### config.mk
export PLATFORM = sky130hd
export DESIGN_NAME = isbc_top
export DESIGN_NICKNAME = d
export VERILOG_FILES = /design/src/inc/isbc_pkg.sv /design/src/hdl/isbc_top.sv
export VERILOG_INCLUDE_DIRS = /design/src /design/src/inc
export SDC_FILE = /design/constraint.sdc
export NUM_CORES = 1
export LEC_CHECK = 0
export BUFFER_PORTS_ARGS = -buffer_cell sky130_fd_sc_hd__buf_4
export CORE_UTILIZATION = 55
export CTS_BUF_LIST = sky130_fd_sc_hd__clkbuf_16
export CTS_CLUSTER_SIZE = 20
export DETAILED_ROUTE_END_ITERATION = 10
export PLACE_DENSITY = 0.76
export SYNTH_ARGS = -nofsm -noshare
export SYNTH_HDL_FRONTEND = slang
export SYNTH_SLANG_ARGS = --single-unit
export TNS_END_PERCENT = 20
### constraint.sdc
create_clock -name i_ref_clk -period 3.1 [get_ports i_ref_clk]
set_clock_uncertainty 0.2 [all_clocks]
set_input_delay 0.93 -clock i_ref_clk [delete_from_list [all_inputs] [get_ports i_ref_clk]]
set_output_delay 0.93 -clock i_ref_clk [all_outputs]
set_load 0.01 [all_outputs]
### src/inc/isbc_cfg.svh
// offsets, field positions, reset values, address width and unit shift for the black clamp block
`ifndef ISBC_CFG_SVH
`define ISBC_CFG_SVH
`define ISBC_ADDR_W          4
`define ISBC_OFS_ADDR_HIGH   4'h0
`define ISBC_OFS_ADDR_LOW    4'h1
`define ISBC_OFS_CLAMP       4'h2
`define ISBC_OFS_DC_LEVEL_AND_BLACK_LINES       4'h3
`define ISBC_OFS_COLOR       4'h4
`define ISBC_OFS_MODE        4'h5
`define ISBC_OFS_STATUS      4'h6
`define ISBC_OFS_BYTE_HI     4'h7
`define ISBC_OFS_BYTE_LO     4'h8
`define ISBC_HIGH_MASK       16'h007F
`define ISBC_CLAMP_EN_BIT    15
`define ISBC_CLAMP_RESET     16'h0000
`define ISBC_ADDR_RESET      16'h0000
`define ISBC_DC_LEVEL_AND_BLACK_LINES_RESET     16'h0000
`define ISBC_COLOR_RESET     16'h0000
`define ISBC_UNIT_SHIFT      5
`define ISBC_BASE_RESET      32'h0000_0000
`endif

### src/inc/isbc_pkg.sv
// types for the black clamp and output address block
package isbc_pkg;
  typedef enum logic [1:0] {
    ISBC_RED_YE,
    ISBC_GR_CY,
    ISBC_GB_G,
    ISBC_B_MG
  } isbc_color_type;

  typedef enum logic {
    ISBC_MOSAIC,
    ISBC_STRIPE
  } isbc_arrange_type;

  typedef struct packed {
    logic [6:0]  start_addr_upper_bits;
    logic [15:0] start_addr_lower_bits;
    logic        black_clamp_enable;
    logic [1:0]  black_sample_pixel_count;
    logic [12:0] black_sample_start_pixel;
    logic [1:0]  black_sample_line_count;
    logic [13:0] fixed_dc_subtract_level;
    logic [15:0] color_pattern;
    isbc_arrange_type arrange;
  } isbc_cfg_type;

  typedef struct packed {
    logic        valid;
    logic [13:0] data;
    isbc_color_type color;
  } isbc_pixel_type;
endpackage : isbc_pkg

### src/hdl/isbc_top.sv
// optical black clamp, dc subtract, colour tagging and output start address
//
// Contract
// high register bits 6-0 give upper address
// low register gives lower sixteen address bits
// byte address is base plus value times 32
// shadowed settings take effect at vertical sync
// clamp enable uses optical black average
// software keeps clamp off for luma/chroma input
// pixel count code selects 2,4,8,16
// sampling starts at programmed count after hsync
// line count code selects 2,4,8,16
// clamp off subtracts fixed dc level
// two-bit entries decode to colour class
// mosaic uses line parity for positions
// stripe maps positions 0,1,2 along line
// mean of samples subtracted, saturating zero
// field id selects first or second field
//
// The address map and the address-and-strobe port were chosen for this implementation.
`timescale 1ns/1ps
`include "isbc_cfg.svh"
module isbc_top (
  input  wire logic                     i_ref_clk,
  input  wire logic                     i_rst_n,
  input  wire logic [`ISBC_ADDR_W-1:0]  i_addr,
  input  wire logic [15:0]              i_wdata,
  input  wire logic                     i_wr,
  input  wire logic                     i_rd,
  output logic      [15:0]              o_rdata,
  input  wire logic                     i_vertical_sync,
  input  wire logic                     i_horizontal_sync,
  input  wire logic                     i_field_id,
  input  wire logic                     i_pix_valid,
  input  wire logic [13:0]              i_pix_data,
  output isbc_pkg::isbc_pixel_type      o_pixel,
  output logic      [31:0]              o_start_byte_addr
);

  ////////////////////////////////////////////////////////////////////////////
  // input synchronisers: sensor pins arrive from outside this domain

  logic [1:0]  vs_sync;
  logic [1:0]  hs_sync;
  logic [1:0]  fid_sync;
  logic [1:0]  pv_sync;
  logic [13:0] pd_meta;
  logic [13:0] pd_sync;
  logic        vs_prev;
  logic        hs_prev;

  // each pin has its own pair of flops; edge detectors read only the second
  always_ff @(posedge i_ref_clk or negedge i_rst_n) begin
    if (!i_rst_n) begin
      vs_sync <= 2'h0;
      vs_prev <= 1'b0;
    end else begin
      vs_sync <= {vs_sync[0], i_vertical_sync};
      vs_prev <= vs_sync[1];
    end
  end

  always_ff @(posedge i_ref_clk or negedge i_rst_n) begin
    if (!i_rst_n) begin
      hs_sync <= 2'h0;
      hs_prev <= 1'b0;
    end else begin
      hs_sync <= {hs_sync[0], i_horizontal_sync};
      hs_prev <= hs_sync[1];
    end
  end

  always_ff @(posedge i_ref_clk or negedge i_rst_n) begin
    if (!i_rst_n) begin
      fid_sync <= 2'h0;
    end else begin
      fid_sync <= {fid_sync[0], i_field_id};
    end
  end

  always_ff @(posedge i_ref_clk or negedge i_rst_n) begin
    if (!i_rst_n) begin
      pv_sync <= 2'h0;
    end else begin
      pv_sync <= {pv_sync[0], i_pix_valid};
    end
  end

  // data rides beside its valid through the same depth, so they stay paired
  always_ff @(posedge i_ref_clk or negedge i_rst_n) begin
    if (!i_rst_n) begin
      pd_meta <= 14'h0000;
      pd_sync <= 14'h0000;
    end else begin
      pd_meta <= i_pix_data;
      pd_sync <= pd_meta;
    end
  end

  logic vs_event;
  logic hs_event;
  assign vs_event = vs_sync[1] & ~vs_prev;
  assign hs_event = hs_sync[1] & ~hs_prev;

  ////////////////////////////////////////////////////////////////////////////
  // software-side shadow registers

  isbc_pkg::isbc_cfg_type shadow;
  isbc_pkg::isbc_cfg_type active;
  logic [31:0]            mem_base;

  always_ff @(posedge i_ref_clk or negedge i_rst_n) begin
    if (!i_rst_n) begin
      shadow <= '0;
    end else if (i_wr) begin
      if (i_addr == `ISBC_OFS_ADDR_HIGH) begin
        shadow.start_addr_upper_bits <= i_wdata[6:0];
      end else if (i_addr == `ISBC_OFS_ADDR_LOW) begin
        shadow.start_addr_lower_bits <= i_wdata;
      end else if (i_addr == `ISBC_OFS_CLAMP) begin
        shadow.black_clamp_enable       <= i_wdata[`ISBC_CLAMP_EN_BIT];
        shadow.black_sample_pixel_count <= i_wdata[14:13];
        shadow.black_sample_start_pixel <= i_wdata[12:0];
      end else if (i_addr == `ISBC_OFS_DC_LEVEL_AND_BLACK_LINES) begin
        shadow.black_sample_line_count <= i_wdata[15:14];
        shadow.fixed_dc_subtract_level <= i_wdata[13:0];
      end else if (i_addr == `ISBC_OFS_COLOR) begin
        shadow.color_pattern <= i_wdata;
      end else if (i_addr == `ISBC_OFS_MODE) begin
        shadow.arrange <= isbc_pkg::isbc_arrange_type'(i_wdata[0]);
      end
    end
  end

  ////////////////////////////////////////////////////////////////////////////
  // memory base, not shadowed: set it once before capture starts
  always_ff @(posedge i_ref_clk or negedge i_rst_n) begin
    if (!i_rst_n) begin
      mem_base <= `ISBC_BASE_RESET;
    end else if (i_wr) begin
      if (i_addr == `ISBC_OFS_BYTE_HI) begin
        mem_base[31:16] <= i_wdata;
      end else if (i_addr == `ISBC_OFS_BYTE_LO) begin
        mem_base[15:0] <= i_wdata;
      end
    end
  end

  // copied as one word so a frame never sees half an update
  always_ff @(posedge i_ref_clk or negedge i_rst_n) begin
    if (!i_rst_n) begin
      active <= '0;
    end else if (vs_event) begin
      active <= shadow;
    end
  end

  ////////////////////////////////////////////////////////////////////////////
  // output start address

  always_ff @(posedge i_ref_clk or negedge i_rst_n) begin
    if (!i_rst_n) begin
      o_start_byte_addr <= 32'h0000_0000;
    end else begin
      o_start_byte_addr <= mem_base + {4'h0, active.start_addr_upper_bits,
        active.start_addr_lower_bits, 5'h00};
    end
  end

  ////////////////////////////////////////////////////////////////////////////
  // optical black sampling

  function automatic logic [4:0] isbc_code_count(input logic [1:0] code);
    isbc_code_count = 5'h02 << code;
  endfunction : isbc_code_count

  logic [12:0] pix_cnt;
  logic [4:0]  obs_pix;
  logic [4:0]  obs_line;
  logic        line_sampled;
  logic        frame_done;
  logic [21:0] obs_sum;
  logic [13:0] clamp_level;
  logic        line_odd;

  always_ff @(posedge i_ref_clk or negedge i_rst_n) begin
    if (!i_rst_n) begin
      pix_cnt <= 13'h0000;
    end else if (vs_event || hs_event) begin
      pix_cnt <= 13'h0000;
    end else if (pv_sync[1]) begin
      pix_cnt <= pix_cnt + 13'h0001;
    end
  end

  always_ff @(posedge i_ref_clk or negedge i_rst_n) begin
    if (!i_rst_n) begin
      line_odd <= 1'b0;
    end else if (vs_event) begin
      line_odd <= 1'b0;
    end else if (hs_event) begin
      line_odd <= ~line_odd;
    end
  end

  ////////////////////////////////////////////////////////////////////////////
  // line timing in pixel clocks, valid or not
  // holds at the top so a very long line never wraps into the window
  logic [12:0] clk_cnt;

  always_ff @(posedge i_ref_clk or negedge i_rst_n) begin
    if (!i_rst_n) begin
      clk_cnt <= 13'h0000;
    end else if (hs_event) begin
      clk_cnt <= 13'h0000;
    end else if (clk_cnt != 13'h1FFF) begin
      clk_cnt <= clk_cnt + 13'h0001;
    end
  end

  ////////////////////////////////////////////////////////////////////////////
  // stripe position kept as a counter so no divider is built
  logic [1:0] stripe_pos;

  always_ff @(posedge i_ref_clk or negedge i_rst_n) begin
    if (!i_rst_n) begin
      stripe_pos <= 2'h0;
    end else if (vs_event || hs_event) begin
      stripe_pos <= 2'h0;
    end else if (pv_sync[1]) begin
      stripe_pos <= (stripe_pos == 2'h2) ? 2'h0 : stripe_pos + 2'h1;
    end
  end

  logic in_window;
  assign in_window = pv_sync[1] && !frame_done
    && clk_cnt >= active.black_sample_start_pixel
    && obs_pix < isbc_code_count(active.black_sample_pixel_count);

  // the sum is reset every frame, so the clamp tracks slow black drift
  always_ff @(posedge i_ref_clk or negedge i_rst_n) begin
    if (!i_rst_n) begin
      obs_pix      <= 5'h00;
      obs_line     <= 5'h00;
      line_sampled <= 1'b0;
      frame_done   <= 1'b0;
      obs_sum      <= 22'h000000;
      clamp_level  <= 14'h0000;
    end else if (vs_event) begin
      obs_pix      <= 5'h00;
      obs_line     <= 5'h00;
      line_sampled <= 1'b0;
      frame_done   <= 1'b0;
      obs_sum      <= 22'h000000;
    end else if (hs_event) begin
      obs_pix      <= 5'h00;
      line_sampled <= 1'b0;
      if (line_sampled && !frame_done) begin
        if (obs_line + 5'h01 == isbc_code_count(active.black_sample_line_count)) begin
          frame_done  <= 1'b1;
          // divide by pixels times lines, both powers of two
          clamp_level <= 14'(obs_sum >> (5'h02 + {3'h0, active.black_sample_pixel_count}
            + {3'h0, active.black_sample_line_count}));
        end
        obs_line <= obs_line + 5'h01;
      end
    end else if (in_window) begin
      obs_sum      <= obs_sum + {8'h00, pd_sync};
      obs_pix      <= obs_pix + 5'h01;
      line_sampled <= 1'b1;
    end
  end

  ////////////////////////////////////////////////////////////////////////////
  // pixel correction and colour tagging

  logic [13:0] sub_level;
  logic [1:0]  pos;
  logic [7:0]  field_pat;

  assign sub_level = active.black_clamp_enable ? clamp_level
                                               : active.fixed_dc_subtract_level;
  assign field_pat = i_field_id_sel(fid_sync[1]);

  function automatic logic [7:0] i_field_id_sel(input logic fid);
    i_field_id_sel = fid ? active.color_pattern[15:8] : active.color_pattern[7:0];
  endfunction : i_field_id_sel

  always_comb begin
    if (active.arrange == isbc_pkg::ISBC_STRIPE) begin
      pos = stripe_pos;
    end else begin
      pos = {line_odd, pix_cnt[0]};
    end
  end

  always_ff @(posedge i_ref_clk or negedge i_rst_n) begin
    if (!i_rst_n) begin
      o_pixel <= '0;
    end else begin
      o_pixel.valid <= pv_sync[1];
      o_pixel.data  <= (pd_sync > sub_level) ? pd_sync - sub_level : 14'h0000;
      o_pixel.color <= isbc_pkg::isbc_color_type'(field_pat[7 - 2*pos -: 2]);
    end
  end

  ////////////////////////////////////////////////////////////////////////////
  // read port, data one cycle after the strobe

  always_ff @(posedge i_ref_clk or negedge i_rst_n) begin
    if (!i_rst_n) begin
      o_rdata <= 16'h0000;
    end else if (i_rd) begin
      if (i_addr == `ISBC_OFS_ADDR_HIGH) begin
        o_rdata <= {9'h000, shadow.start_addr_upper_bits};
      end else if (i_addr == `ISBC_OFS_ADDR_LOW) begin
        o_rdata <= shadow.start_addr_lower_bits;
      end else if (i_addr == `ISBC_OFS_CLAMP) begin
        o_rdata <= {shadow.black_clamp_enable, shadow.black_sample_pixel_count,
          shadow.black_sample_start_pixel};
      end else if (i_addr == `ISBC_OFS_DC_LEVEL_AND_BLACK_LINES) begin
        o_rdata <= {shadow.black_sample_line_count, shadow.fixed_dc_subtract_level};
      end else if (i_addr == `ISBC_OFS_COLOR) begin
        o_rdata <= shadow.color_pattern;
      end else if (i_addr == `ISBC_OFS_MODE) begin
        o_rdata <= {15'h0000, shadow.arrange};
      end else if (i_addr == `ISBC_OFS_STATUS) begin
        o_rdata <= {1'b0, frame_done, clamp_level};
      end else if (i_addr == `ISBC_OFS_BYTE_HI) begin
        o_rdata <= mem_base[31:16];
      end else if (i_addr == `ISBC_OFS_BYTE_LO) begin
        o_rdata <= mem_base[15:0];
      end else begin
        o_rdata <= 16'h0000;
      end
    end else begin
      o_rdata <= 16'h0000;
    end
  end

endmodule : isbc_top

# After elaboration in Yosys (flattened, before gate mapping)

Index checks and enable logic that the tools add are counted.
Widths: inputs -> output; s select.

Shifts and indexed selects: 4
$add $sub $neg: 11
Reduce and logical (&&, ||, !) cells: 26
Eq/ne operators: 12
Muxes and demuxes: 39
Bitwise gates (word level): 12
Magnitude comparators: 3

Operator list:

| operator              | number |
|---|---|
| $mux 16               | 10 |
| $mux 22               | 3 |
| $mux 13               | 4 |
| $shiftx 9x33->2       | 1 |
| $add 32x28->32        | 1 |
| $mux 5                | 6 |
| $mux 14               | 2 |
| $add 13x1->13 const B | 2 |
| $add 22x14->22        | 1 |
| $shr 22x4->14         | 1 |
| $eq 4x3->1 const B    | 4 |
| $gt 14x14->1          | 1 |
| $sub 14x14->14        | 1 |
| $ge 13x13->1          | 1 |
| $ne 13x13->1 const B  | 1 |
| $reduce_bool 2->1     | 6 |
| $add 5x1->5 const B   | 2 |
| $not 1->1             | 10 |
| $shl 2x2->5 const A   | 2 |
| $mux 1                | 9 |
| $reduce_and 3->1      | 3 |
| $eq 4x2->1 const B    | 2 |
| $mux 2                | 4 |
| $mux 8                | 1 |
| 21 further kinds      | 29 |

Input bits: 42
Output and inout port bits: 65
Word-level logic and storage cells: 150
Flip-flop bits (word level): 356

# Depth between registers and ports, before layout

Depth in word-level cells: 11
Mapped depth: 11
Depth with buffers taken out: 10

# Least setup slack after synthesis

OpenSTA, ideal clock, no wires.

Path kind: register to register
From: register active[48] (netlist name)
To: register o_pixel[14] (netlist name)
Clock period less this slack: 3.261 ns
Arrival time: 2.928 ns
Setup time: 0.132 ns
Data required time: 2.768 ns
Stages on the path, launching flop included: 12
Path buffers: 3
Slack: -0.161 ns
Path through: dfrtp_1 clkbuf_1 buf_1 mux2i_1 ha_1 a21o_1 a2bb2oi_1 nand2b_1 a211o_1 o221ai_1 buf_2 nor3_1

Cells in the longest elaborated chain, start to end: 3
Elaborated cells between the ends (all ways): 4
Classes of those cells: add/sub (1); order compare (1); mux (2)

RTL lines:

| what                                                  | line            | RTL |
|---|---|---|
| start: declaration                                    | isbc_top.sv:109 | `isbc_pkg::isbc_cfg_type active;` |
| start signal: assignment                              | isbc_top.sv:154 | `active <= shadow;` |
| $mux 14 *                                             | isbc_top.sv:281 | `assign sub_level = active.black_clamp_enable ? clamp_level` |
| $sub 14x14->14 / $gt 14x14->1 (equally long branches) | isbc_top.sv:302 | `o_pixel.data <= (pd_sync > sub_level) ? pd_sync - sub_level : 14'h0000;` |
| $mux 14 *                                             | isbc_top.sv:302 |  |
| end: declaration                                      | isbc_top.sv:36  | `output isbc_pkg::isbc_pixel_type o_pixel,` |

Every way passes the cells marked *; elsewhere a longest branch is shown, timed or not.
A chain may end at the register's enable or synchronous reset.

# Final worst setup path

From: register mem_base[5]
To: register o_start_byte_addr[29]

Cells in the longest elaborated chain, start to end: 1

RTL lines:

| what                     | line            | RTL |
|---|---|---|
| start: declaration       | isbc_top.sv:110 | `logic [31:0] mem_base;` |
| start signal: assignment | isbc_top.sv:139 | `` mem_base <= `ISBC_BASE_RESET; `` |
| start signal: assignment | isbc_top.sv:144 | `mem_base[15:0] <= i_wdata;` |
| $add 32x28->32           | isbc_top.sv:165 | `o_start_byte_addr <= mem_base + {4'h0, active.start_addr_upper_bits,` |
| end signal: assignment   | isbc_top.sv:165 |  |
| end: declaration         | isbc_top.sv:37  | `output logic [31:0] o_start_byte_addr` |

No other way between the ends.

==> impl_metrics.ini <==
[outcome]
outcome = finished, final reports clean

[sta]
post-route-period-util = 0.946
worst_pin_slew_ns = 0.694
worst_slack_ns = 0.169
setup_viol = 0
maxSlewViolCount = 0
finalHoldViolations = 0
fin_setup_tns_ns = 0
max-slew-margin-rel = 0.537
rsz0062_at_grt = true
max_freq_ghz = 0.341
fin_crit_ns = 2.93

[min_path]
hp-class = primary input to asynchronous set/reset pin

[grt]
antenna_found_initial = 0
grt_pass1_vias = 13481
grtUsageMet3 = 0.0386
grtUsageMet2 = 0.487
gr-max-usage-layer = met2
grt_pass1_wl_microns = 74700
gr-usage-met1 = 0.381
grt_usage = 0.292
grt_max_degree = 88
grt-ovfl-total = 0

[clock_tree]
cts_buffer_depth = 3
clock-sinks = 344
cts_buffers = 38
clkTransAtPathRegs_ns = 0.06
tritoncts = done
clock_latency_ns = 0.53
root_buffer = clkbuf_16
htree_levels = 2

[critical_path]
r2r-start = mem_base[5]
crit_top_cell = a211oi_1
cp.required_ns = 3.36
r2r_end = o_start_byte_addr[29]
reg2reg_depth = 9
worstSetupPathType = flop to flop
slowest_stage = or4b_1
critPathArrivalTime_ns = 3.20
crit_path_start_kind = flop
path_cells = ha_1 -> fa_1 -> a211oi_1 -> o31ai_1 -> a211oi_2 -> buf_4 -> a211oi_1 -> or4b_1 -> nand4_1
reg2reg_slack_ns = 0.17
end_kind = flop
crit_fanout = 4
slowest_delay_ns = 0.53

[finish]
area_delta_synth_final_pct = 15.8
final_area_sq_um = 20300
layout.nets = 1904
layout-drive-gt1-share = 0.219
diodes = 0

[yosys]
ys_warn_count = 0
ys_types = 81
synth_cells = 1660
ys_ff_latch = 344
synth_nets = 1780
async_flop_share = 1.00
yosysSeqAreaShare = 0.490
syn_avg_cell_area_sq_um = 10.6
synth_ff_type = dfrtp_1
synth_area_sq_um = 17600
synth-edff-count = 0

[pwr]
power_density_nw_per_um2 = 731
ir_worst_vdd_mv = 0.469
leakagePower_uw = 0.00948
p_total_uw = 14900

[flow_run]
cap_violations = 0

[floorplan]
ios = 107
rows = 65
design.core.area_sq_um = 31500
die_y_microns = 181
die_area_sq_um = 32600
dieWidth_microns = 181
start_util = 0.558

[route]
firstDrtPassIters = 5
ant_nets = 0
drtIter0Drc = 1109
post_drt_via_cell_ratio = 6.12
wl_per_cell_microns = 21.0
routed_wl_microns = 46600
drc_errors = 0
num_vias = 13550

[placement]
placed_area_sq_um = 19000
routabilityCongestion = 0.947
post-place-ws_ns = 0.0386
hpwl_microns = 34300
io_buffers = 106
==> flip-flops by register name, indices dropped and copies added (netlist names), 5 cells and up <==
register / count
pd_sync: 14
o_pixel: 17
obs_line: 5
pd_meta: 14
shadow: 72
mem_base: 32
obs_sum: 22
o_start_byte_addr: 32
obs_pix: 5
clk_cnt: 13
clamp_level: 14
active: 72
o_rdata: 16
==> metrics by stage <==
| step | cells | hold WS, ns | util |
|---|---|---|---|
| floorplan | 1660 | 0.131 | - |
| global placement | 2145 | 0.133 | 0.604 |
| detailed placement | 2145 | 0.135 | 0.604 |
| CTS | 2213 | 0.104 | 0.645 |
| global route | 2214 | 0.120 | 0.646 |
| finish | 2214 | 0.0976 | 0.646 |
==> repair_timing <==
item | in CTS | in global routing
endpoints found under the setup margin | 0 | 24
resized for setup | 0 | 8
hold buffers | 0 | 0
hold endpoints to repair | 0 | 0
buffers inserted | 0 | 1
==> where the power goes <==
group          leakage [uW]  switching (uW)  internal, uW
combinational       0.00449            2210          1950
clock              0.000635            1870          2730
sequential          0.00435             717          5380
total               0.00948            4800         10100
==> worst max-delay path by stage <==
stage / from / endpoint / slack [ns] / cells after the start
final: mem_base[5] / o_start_byte_addr[29] / 0.17 / 9
after CTS: mem_base[5] / o_start_byte_addr[29] / 0.03 / 8
after global placement: active[49] / o_start_byte_addr[29] / 0.09 / 8
after detailed placement: mem_base[5] / o_start_byte_addr[29] / 0.04 / 8
after global routing: active[48] / o_pixel[13] / -0.01 / 10
after floorplan: active[48] / o_pixel[11] / 0.03 / 11
==> synth_stat cells, drive strengths merged (3+ instances only) <==
cell,number,share of area
a21o,14,0.0064
o22ai,16,0.0057
nor3,24,0.0071
nand4,13,0.0046
or4,7,0.0030
a21oi,97,0.028
o21bai,11,0.0047
or3,13,0.0046
nor4,6,0.0021
a31oi,7,0.0025
and4,6,0.0030
nor2,76,0.016
nor2b,17,0.0061
o2111ai,5,0.0025
and3,17,0.0061
nor3b,8,0.0037
a22o,20,0.010
o21ai,99,0.028
or2,6,0.0021
inv,45,0.0096
mux4,23,0.030
a22oi,3,0.0013
dfrtp,344,0.49
a211oi,27,0.012
a211o,4,0.0020
buf,17,0.0059
xor2,15,0.0075
ha,75,0.053
nand2,271,0.058
clkbuf,58,0.013
xnor2,30,0.015
a21boi,4,0.0017
mux2,124,0.081
mux2i,31,0.018
nand3b,4,0.0017
o21a,13,0.0056
o211ai,9,0.0038
o31ai,10,0.0043
and2,8,0.0029
nand2b,17,0.0061
nand3,26,0.0080
fa,3,0.0034
==> layer usage <==
metal | part of all wire | routed length, microns | up-vias
met5 | 0 | 0 | -
met4 | 0.044 | 2040 | 0
met3 | 0.057 | 2640 | 110
met2 | 0.48 | 22500 | 476
met1 | 0.42 | 19400 | 6746
li1 | - | - | 6218
==> placed cells by master, fill, tap and decap left out, drive strengths merged, types with 15 or more instances in the layout <==
master and count:
clkinv 19, clkbuf 39, mux2i 31, inv 47, mux2 124, xnor2 30
and3 17, dfrtp 344, nand3 26, buf 159, o21ai 99, a21oi 97
nand2 271, o22ai 16, nand2b 17, mux4 23, xor2 15, nor3 24
nor2 76, ha 75, a22o 20, nor2b 17, a211oi 27
==> worst max-delay path: cells and delay by family, from the launching register on <==
| kind | cells | cell delay [ns] |
|---|---|---|
| simple gates | 2 | 0.61 |
| compound gates | 4 | 0.84 |
| flops | 1 | 0.40 |
| fa+ha+maj | 2 | 0.64 |
| buf+inv | 1 | 0.16 |
==> cell type report <==
class	instances	area, sq um
clock buffers	39	976
flip-flops and latches	344	8610
multi-input cells	1196	8490
inverters	45	169
well taps	402	503
fillers	2450	11100
repair buffers	159	1280
clock inverters	29	307
==> kinds of logic after synthesis <==
| logic type | synth area share |
|---|---|
| AO/OA/AOI/OAI | 0.134 |
| AND/OR/NAND/NOR | 0.139 |
| buffers and inverters | 0.0285 |
| multiplexers | 0.129 |
| XOR/XNOR | 0.0224 |
| adder cells (fa/ha/maj) | 0.0569 |
| flip-flops | 0.490 |
Power figures use the tool's default switching activity.
